--- src/verilog/phase_adjust_map.vh ---
`ifndef PHASE_ADJUST_MAP_VH
`define PHASE_ADJUST_MAP_VH
// register byte addresses
`define ADDR_TRIGGER      8'h9D
`define ADDR_COARSE_BASE  8'h9E
`define ADDR_COARSE_LAST  8'hA5
`define ADDR_FINE_A       8'hA6
`define ADDR_FINE_B       8'hA7
`define ADDR_SYNC_CTRL    8'hA8
`define ADDR_SRC_SEL_A    8'hA9
`define ADDR_SRC_SEL_B    8'hAA
`define ADDR_FIXED        8'hAB
// field positions
`define SYNC_BIT          4
`define SEL_LO_MSB        2
`define SEL_HI_LSB        4
`define SEL_HI_MSB        6
// reset values
`define TRIGGER_RST       8'h00
`define COARSE_RST        5'h00
`define FINE_RST          4'h0
`define SEL4_RST          3'h0
`define SEL5_RST          3'h2
`define SEL6_RST          3'h0
`define SEL7_RST          3'h5
`define FIXED_VALUE       8'hF0
// source select codes
`define SRC_LOOP          3'h0
`define SRC_FRAC_A        3'h2
`define SRC_FRAC_B        3'h3
`define SRC_REF_ZERO      3'h4
`define SRC_REF_ONE       3'h5
`define SRC_CRYSTAL       3'h7
// fine phase step: sixteenths of a period
`define FINE_STEPS        5'h10
`endif

--- src/verilog/output_phase_adjust.v ---
// Summary of operation
// rising trigger bit m starts coarse phase adjust on output m.
// software waits for busy low before retriggering same output.
// trigger must return low first; held-high bit never retriggers.
// 5-bit coarse amount gives periods inserted, of selected source clock.
// fractional outputs add fine offset in sixteenths of source period.
// fine value takes effect only after sync bit toggles.
// sync toggle clears all coarse delay settings.
// sync bit rising holds loop-fed output dividers in reset.
// sync bit falling releases dividers together, coarse adjustment zeroed.
// 3-bit source select routes loop, fractional, references or crystal.
// software never routes a reference above 250MHz directly.
// select defaults loop, fractional a, loop, reference one.
// software writes reserved bits zero; reads undefined.
// trigger, coarse and fine fields reset to zero.
// busy stays high from trigger until insertion completes.
`timescale 1ns/1ps
`include "phase_adjust_map.vh"

module output_phase_adjust #(
  parameter NUM_OUT = 8,
  parameter NUM_AUX = 4
) (
  // clock and reset
  input  wire                 clk,
  input  wire                 resetn,
  // register port
  input  wire                 reg_wr,
  input  wire [7:0]           reg_addr,
  input  wire [7:0]           reg_wdata,
  output reg  [7:0]           reg_rdata,
  // source clock period ticks, one pulse per period of each output's source
  input  wire [NUM_OUT-1:0]   src_period_tick,
  // per-output busy and insert status, shared divider and fine phase controls towards the output stages
  output wire [NUM_OUT-1:0]   phase_adjust_busy,
  output wire [NUM_OUT-1:0]   period_insert,
  output reg                  divider_hold,
  output reg                  divider_release,
  output reg  [3:0]           fine_phase_active_a,
  output reg  [3:0]           fine_phase_active_b,
  // auxiliary output source selects
  output wire [3*NUM_AUX-1:0] aux_output_source_select,
  output wire [NUM_AUX-1:0]   aux_src_valid
);

  reg  [7:0]           coarse_phase_trigger_r;
  reg  [4:0]           coarse_phase_amount_r [0:NUM_OUT-1];
  reg  [3:0]           fine_phase_amount_a_r;
  reg  [3:0]           fine_phase_amount_b_r;
  reg                  output_divider_sync_r;
  reg  [2:0]           sel_r [0:NUM_AUX-1];
  reg  [4:0]           remain_r [0:NUM_OUT-1];
  reg  [NUM_OUT-1:0]   busy_r;
  reg  [NUM_OUT-1:0]   insert_r;
  wire                 wr_sync;
  wire                 sync_rise;
  wire                 sync_fall;
  wire [NUM_OUT-1:0]   trig_rise;
  wire                 wr_trigger;
  wire                 wr_fine_a;
  wire                 wr_fine_b;
  wire                 wr_sel_a;
  wire                 wr_sel_b;
  wire [NUM_OUT-1:0]   wr_coarse;
  wire                 sync_toggle;
  reg  [7:0]           coarse_rdata;
  integer              k;

  // register write decodes
  assign wr_trigger = reg_wr && (reg_addr == `ADDR_TRIGGER);
  assign wr_fine_a  = reg_wr && (reg_addr == `ADDR_FINE_A);
  assign wr_fine_b  = reg_wr && (reg_addr == `ADDR_FINE_B);
  assign wr_sel_a   = reg_wr && (reg_addr == `ADDR_SRC_SEL_A);
  assign wr_sel_b   = reg_wr && (reg_addr == `ADDR_SRC_SEL_B);

  // sync bit write edges
  assign wr_sync     = reg_wr && (reg_addr == `ADDR_SYNC_CTRL);
  assign sync_rise   = wr_sync && reg_wdata[`SYNC_BIT] && !output_divider_sync_r;
  assign sync_fall   = wr_sync && !reg_wdata[`SYNC_BIT] && output_divider_sync_r;
  assign sync_toggle = sync_rise || sync_fall;

  // trigger register, kept so a held-high bit can be told from a new rise
  always @(posedge clk)
  begin
    if (!resetn)
      coarse_phase_trigger_r <= `TRIGGER_RST;
    else if (wr_trigger)
      coarse_phase_trigger_r <= reg_wdata;
  end

  // fine phase amounts as written, not yet in force
  always @(posedge clk)
  begin
    if (!resetn)
    begin
      fine_phase_amount_a_r <= `FINE_RST;
      fine_phase_amount_b_r <= `FINE_RST;
    end
    else
    begin
      if (wr_fine_a)
        fine_phase_amount_a_r <= reg_wdata[3:0];
      if (wr_fine_b)
        fine_phase_amount_b_r <= reg_wdata[3:0];
    end
  end

  // sync bit, divider hold level and release pulse
  always @(posedge clk)
  begin
    if (!resetn)
    begin
      output_divider_sync_r <= 1'b0;
      divider_hold          <= 1'b0;
      divider_release       <= 1'b0;
    end
    else
    begin
      divider_release <= sync_fall;
      if (wr_sync)
        output_divider_sync_r <= reg_wdata[`SYNC_BIT];
      if (sync_rise)
        divider_hold <= 1'b1;
      else if (sync_fall)
        divider_hold <= 1'b0;
    end
  end

  // fine offsets in force, moved only across a sync toggle
  always @(posedge clk)
  begin
    if (!resetn)
    begin
      fine_phase_active_a <= `FINE_RST;
      fine_phase_active_b <= `FINE_RST;
    end
    else if (sync_toggle)
    begin
      fine_phase_active_a <= fine_phase_amount_a_r;
      fine_phase_active_b <= fine_phase_amount_b_r;
    end
  end

  // per-output coarse adjust engines
  genvar g;
  generate
    for (g = 0; g < NUM_OUT; g = g + 1)
    begin : gen_out
      // coarse amount write strobe for this output
      assign wr_coarse[g] = reg_wr && (reg_addr == `ADDR_COARSE_BASE + g);
      // trigger rises only on a 0 to 1 write, held-high bit is ignored
      assign trig_rise[g] = wr_trigger && reg_wdata[g] && !coarse_phase_trigger_r[g];

      // coarse amount, wiped by any sync toggle
      always @(posedge clk)
      begin
        if (!resetn)
          coarse_phase_amount_r[g] <= `COARSE_RST;
        else if (sync_toggle)
          coarse_phase_amount_r[g] <= `COARSE_RST;
        else if (wr_coarse[g])
          coarse_phase_amount_r[g] <= reg_wdata[4:0];
      end

      // period insertion: a sync toggle aborts any adjust in flight
      always @(posedge clk)
      begin
        if (!resetn)
        begin
          remain_r[g] <= `COARSE_RST;
          busy_r[g]   <= 1'b0;
          insert_r[g] <= 1'b0;
        end
        else
        begin
          insert_r[g] <= 1'b0;
          if (sync_toggle)
          begin
            remain_r[g] <= `COARSE_RST;
            busy_r[g]   <= 1'b0;
          end
          else if (trig_rise[g] && !busy_r[g])
          begin
            remain_r[g] <= coarse_phase_amount_r[g];
            busy_r[g]   <= (coarse_phase_amount_r[g] != `COARSE_RST);
          end
          else if (busy_r[g] && src_period_tick[g])
          begin
            // one source period inserted per tick
            insert_r[g] <= 1'b1;
            remain_r[g] <= remain_r[g] - 5'h01;
            if (remain_r[g] == 5'h01)
              busy_r[g] <= 1'b0;
          end
        end
      end
    end
  endgenerate

  // status and insert pulses towards the output stages
  assign phase_adjust_busy = busy_r;
  assign period_insert     = insert_r;

  // source selects of the first auxiliary pair
  always @(posedge clk)
  begin
    if (!resetn)
    begin
      sel_r[0] <= `SEL4_RST;
      sel_r[1] <= `SEL5_RST;
    end
    else if (wr_sel_a)
    begin
      sel_r[0] <= reg_wdata[`SEL_LO_MSB:0];
      sel_r[1] <= reg_wdata[`SEL_HI_MSB:`SEL_HI_LSB];
    end
  end

  // source selects of the second auxiliary pair
  always @(posedge clk)
  begin
    if (!resetn)
    begin
      sel_r[2] <= `SEL6_RST;
      sel_r[3] <= `SEL7_RST;
    end
    else if (wr_sel_b)
    begin
      sel_r[2] <= reg_wdata[`SEL_LO_MSB:0];
      sel_r[3] <= reg_wdata[`SEL_HI_MSB:`SEL_HI_LSB];
    end
  end

  // routing codes, reserved codes flagged invalid
  generate
    for (g = 0; g < NUM_AUX; g = g + 1)
    begin : gen_aux
      reg code_ok;
      assign aux_output_source_select[3*g+2:3*g] = sel_r[g];

      // decode of the documented routing codes
      always @*
      begin
        case (sel_r[g])
          `SRC_LOOP, `SRC_FRAC_A, `SRC_FRAC_B:
            code_ok = 1'b1;
          `SRC_REF_ZERO, `SRC_REF_ONE, `SRC_CRYSTAL:
            code_ok = 1'b1;
          default:
            code_ok = 1'b0;
        endcase
      end
      assign aux_src_valid[g] = code_ok;
    end
  endgenerate

  // coarse amount read word of the addressed output
  always @*
  begin
    coarse_rdata = 8'h00;
    for (k = 0; k < NUM_OUT; k = k + 1)
      if (reg_addr == `ADDR_COARSE_BASE + k)
        coarse_rdata = {3'h0, coarse_phase_amount_r[k]};
  end

  // read mux, reserved bits read zero
  always @*
  begin
    reg_rdata = 8'h00;
    case (reg_addr)
      `ADDR_TRIGGER:
        reg_rdata = coarse_phase_trigger_r;
      `ADDR_FINE_A:
        reg_rdata = {4'h0, fine_phase_amount_a_r};
      `ADDR_FINE_B:
        reg_rdata = {4'h0, fine_phase_amount_b_r};
      `ADDR_SYNC_CTRL:
        reg_rdata = {3'h0, output_divider_sync_r, 4'h0};
      `ADDR_SRC_SEL_A:
        reg_rdata = {1'b0, sel_r[1], 1'b0, sel_r[0]};
      `ADDR_SRC_SEL_B:
        reg_rdata = {1'b0, sel_r[3], 1'b0, sel_r[2]};
      `ADDR_FIXED:
        reg_rdata = `FIXED_VALUE;
      default:
      begin
        // coarse block, anything else reads zero
        if (reg_addr >= `ADDR_COARSE_BASE && reg_addr <= `ADDR_COARSE_LAST)
          reg_rdata = coarse_rdata;
        else
          reg_rdata = 8'h00;
      end
    endcase
  end

endmodule

--- config.mk ---
export PLATFORM = sky130hd
export DESIGN_NAME = output_phase_adjust
export DESIGN_NICKNAME = d
export VERILOG_FILES = /design/src/verilog/output_phase_adjust.v
export VERILOG_INCLUDE_DIRS = /design/src /design/src/verilog
export SDC_FILE = /design/constraint.sdc
export NUM_CORES = 1
export LEC_CHECK = 0
export ABC_AREA = 1
export BUFFER_PORTS_ARGS = -buffer_cell sky130_fd_sc_hd__buf_2
export CORE_MARGIN = 5
export CORE_UTILIZATION = 30
export DETAILED_ROUTE_END_ITERATION = 12
export GPL_ROUTABILITY_DRIVEN = 0
export PLACE_DENSITY = 0.57
export SKIP_CTS_REPAIR_TIMING = 1
export SLEW_MARGIN = 20
export SYNTH_ARGS = -nofsm -noshare
export SYNTH_HDL_FRONTEND = slang
export SYNTH_SLANG_ARGS = --single-unit
--- constraint.sdc ---
create_clock -name clk -period 1.65 [get_ports clk]
set_clock_uncertainty 0.15 [all_clocks]
set_input_delay 0.0825 -clock clk [delete_from_list [all_inputs] [get_ports clk]]
set_output_delay 0.0825 -clock clk [all_outputs]
set_load 0.005 [all_outputs]
==> impl_metrics.tcl <==
set metrics [dict create \
    status "finished, violations left" \
    failed_checks "setup timing" \
    finalNetCount 1049 \
    core_area_sq_um 23260 \
    first_iter_violations 412 \
    fill_cells 2372 \
    cts_sinks 135 \
    finalCritPeriodShare_pct 113.8 \
    synthDistinctLibCells 40 \
    synth_cells 794 \
    synthAdderAreaFrac_pct 2.851 \
    synth_simple_gate_area_share_pct 26.34 \
    drtPass1Iterations 5 \
    fin_tns_setup_ns -0.8863 \
    rsz0062_at_grt "yes" \
    cts_buffers 17 \
    clkLatencyLatePin_ns 0.42 \
    clockBufferDepth 2 \
    fin_ws_ns -0.2282 \
    synth.yosys.seq_area_share_pct 51.60 \
    worstMarginPinSlew_ns 0.4124 \
    synth_compound_area_share_pct 9.640 \
    grt_util_met1_pct 21.07 \
    dieArea_sq_um 26570 \
    crit_arrival_ns 1.65 \
    p_leak_nw 4.005 \
    yosysWarnings 0 \
    num_io_pins 77 \
    hold_viol_final 0 \
    post-route-drc-count 0 \
    hpwl_um 15960 \
    grt_use_met2_pct 26.64 \
    synth-seq-cells 135 \
    required_ns 1.42 \
    crit_type "flop to output port" \
    synth_top_family_by_area "simple AND/OR/NAND/NOR gates" \
    cap_violations 0 \
    hp-class "primary input to flop" \
    syn_area_sq_um 7022 \
    power.density_nw_per_um2 843.7 \
    ir_drop_uv 667.1 \
    wl_um 21150 \
    maxSlewHeadroom_pct 72.48 \
    reg2reg_slack_ns 0.05 \
    via_per_inst 4.656 \
    die_w_um 163.0 \
    syn2layout_area_growth_pct 36.55 \
    drv_slew 0 \
    wire_per_inst_um 15.80 \
    path_max_fanout 3 \
    ant_nets 0 \
    layout-drive-gt1-share_pct 30.81 \
    start_util_pct 30.19 \
    grt_most_used_layer "met2" \
    htreeDepth 4 \
    synthArstFlopShare_pct 0 \
    num_rows 56 \
    grt_pass1_vias 6014 \
    synth_xor_area_share_pct 2.994 \
    root_buffer "clkbuf_16" \
    synth_flop_cell "edfxtp_1" \
    endpoint_kind "output port" \
    grt_max_degree 26 \
    syn-num-nets 837 \
    period_needed_ns 1.878 \
    synth_edf_count 92 \
    fmax_mhz 532.4 \
    antenna_found_initial 0 \
    start_kind "flop" \
    diodes 0 \
    grt.total_usage_pct 15.85 \
    setup_viol 5 \
    cts.reportedPaths.clkPinSlew_ns 0.06 \
    port_buffers 76 \
    syn_avg_cell_area_sq_um 8.843 \
    grt_use_met3_pct 3.316 \
    utilization_pct 41.22 \
    synthMuxAreaShare_pct 0 \
    fp.dieH_um 163.0 \
    grt_pass1_wl_um 32450 \
    cts_tree "built" \
    overflow 0 \
    vias 6230 \
]
per-stage QoR:
| step | hold WS [ns] | total power, mW | setup slack [ns] | cell area, sq um | cells |
|---|---|---|---|---|---|
| final | 0.009652 | 8.089 | -0.2282 | 9588 | 1338 |
| after global routing | 0.02750 | 8.360 | -0.2855 | 9588 | 1338 |
| after CTS | -0.2138 | 8.056 | -0.2469 | 9062 | 1304 |
| after detailed placement | 0.2349 | 4.433 | -0.3326 | 8497 | 1272 |
| after global placement | 0.2321 | 4.430 | -0.2908 | 8497 | 1272 |
| after floorplan | 0.07964 | 4.120 | -0.06259 | 7043 | 794 |
worst max-delay path: stages, from the launching register on:
cell and delay, ns:
edfxtp_1 0.44, nand4_1 0.11, nand4_1 0.11, nor2_1 0.13, nand3_1 0.12, nand2_2 0.12, nand2_2 0.07, buf_6 0.13
cell usage in the layout, fill, tap and decap left out, types with 6 or more instances in the layout:
cell | netlist | final
dfxtp_1 | 43 | 42
edfxtp_1 | 92 | 92
o21ai_1 | 15 | 23
o21ai_0 | 30 | 21
buf_2 | 9 | 73
xnor2_1 | 16 | 16
inv_2 | 3 | 9
buf_6 | 1 | 11
nor2_1 | 68 | 62
nor2_2 | 7 | 11
nand3_2 | 4 | 7
o21ai_2 | 15 | 16
nor2_4 | 10 | 12
buf_4 | 4 | 109
inv_1 | 87 | 81
clkbuf_16 | 0 | 20
nor3_1 | 50 | 45
nand2_1 | 182 | 172
nand4_1 | 18 | 18
xor2_1 | 8 | 8
a21oi_1 | 30 | 30
ha_1 | 16 | 16
nand3_1 | 37 | 33
nand2_2 | 5 | 11
dlygate4sd3_1 | 0 | 16
nand2_4 | 3 | 6
flip-flops by register name (all words and copies together), names as in the netlist:
register                flops
coarse_phase_amount_r      40
remain_r                   40
sel_r                      12
coarse_phase_trigger_r      8
period_insert               8
phase_adjust_busy           8
fine_phase_active_a         4
fine_phase_active_b         4
fine_phase_amount_a_r       4
fine_phase_amount_b_r       4
divider_hold                1
divider_release             1
output_divider_sync_r       1
path summary, 6_finish.rpt:
check / start / end / cells after the start
setup / recovery: coarse_phase_amount_r[0][13] / reg_rdata[3] / 7
hold reg to reg: fine_phase_amount_a_r[1] / fine_phase_active_a[1] / 2
hold / removal: src_period_tick[4] / phase_adjust_busy[4] / 4
setup reg to reg: output_divider_sync_r / coarse_phase_amount_r[0][2] / 7
synthesized netlist by cell type, drive strengths merged (8+ instances only):
| master | instances | area, sq um |
|---|---|---|
| inv | 90 | 337.8 |
| buf | 14 | 86.33 |
| ha | 16 | 200.2 |
| nand4 | 23 | 175.2 |
| nor2 | 85 | 411.6 |
| nor3 | 50 | 250.2 |
| nand3 | 41 | 225.2 |
| nand2 | 190 | 748.2 |
| a21oi | 31 | 166.4 |
| o21ai | 60 | 356.6 |
| dfxtp | 43 | 860.8 |
| xor2 | 8 | 70.07 |
| xnor2 | 16 | 140.1 |
| edfxtp | 92 | 2763 |
metal layers:
layer	wire, um	vias to the layer above	part of all wire, %
met5	0	-	0
met4	282	0	1.3
met2	10240	195	48
met1	9521	2907	45
met3	1106	22	5.2
li1	-	3106	-
report_power, final:
part / leakage [nW] / total [mW] / switching (mW) / internal (mW)
Sequential: 1.25 / 3.81 / 0.0931 / 3.71
Combinational: 2.46 / 0.653 / 0.374 / 0.278
Clock: 0.286 / 3.63 / 1.41 / 2.22
Total: 4.00 / 8.09 / 1.88 / 6.21
layout make-up:
| type | instances | area [sq um] | area share (%) |
|---|---|---|---|
| Sequential cell | 135 | 3625 | 37.81 |
| Inverter | 94 | 352.8 | 3.680 |
| Timing Repair Buffer | 213 | 1553 | 16.19 |
| Clock buffer | 26 | 531.8 | 5.546 |
| Tap cell | 319 | 399.1 | 4.163 |
| Multi-Input combinational cell | 545 | 3093 | 32.26 |
| Clock inverter | 6 | 33.78 | 0.3523 |
kinds of logic (layout without fill, tap and decap cells):
logic type | Yosys count | after routing
simple gates | 395 | 395
flops | 135 | 135
buf+inv | 114 | 339
compound gates | 110 | 110
xor+xnor | 24 | 24
fa+ha+maj | 16 | 16
(Power assumes the default switching activity.)
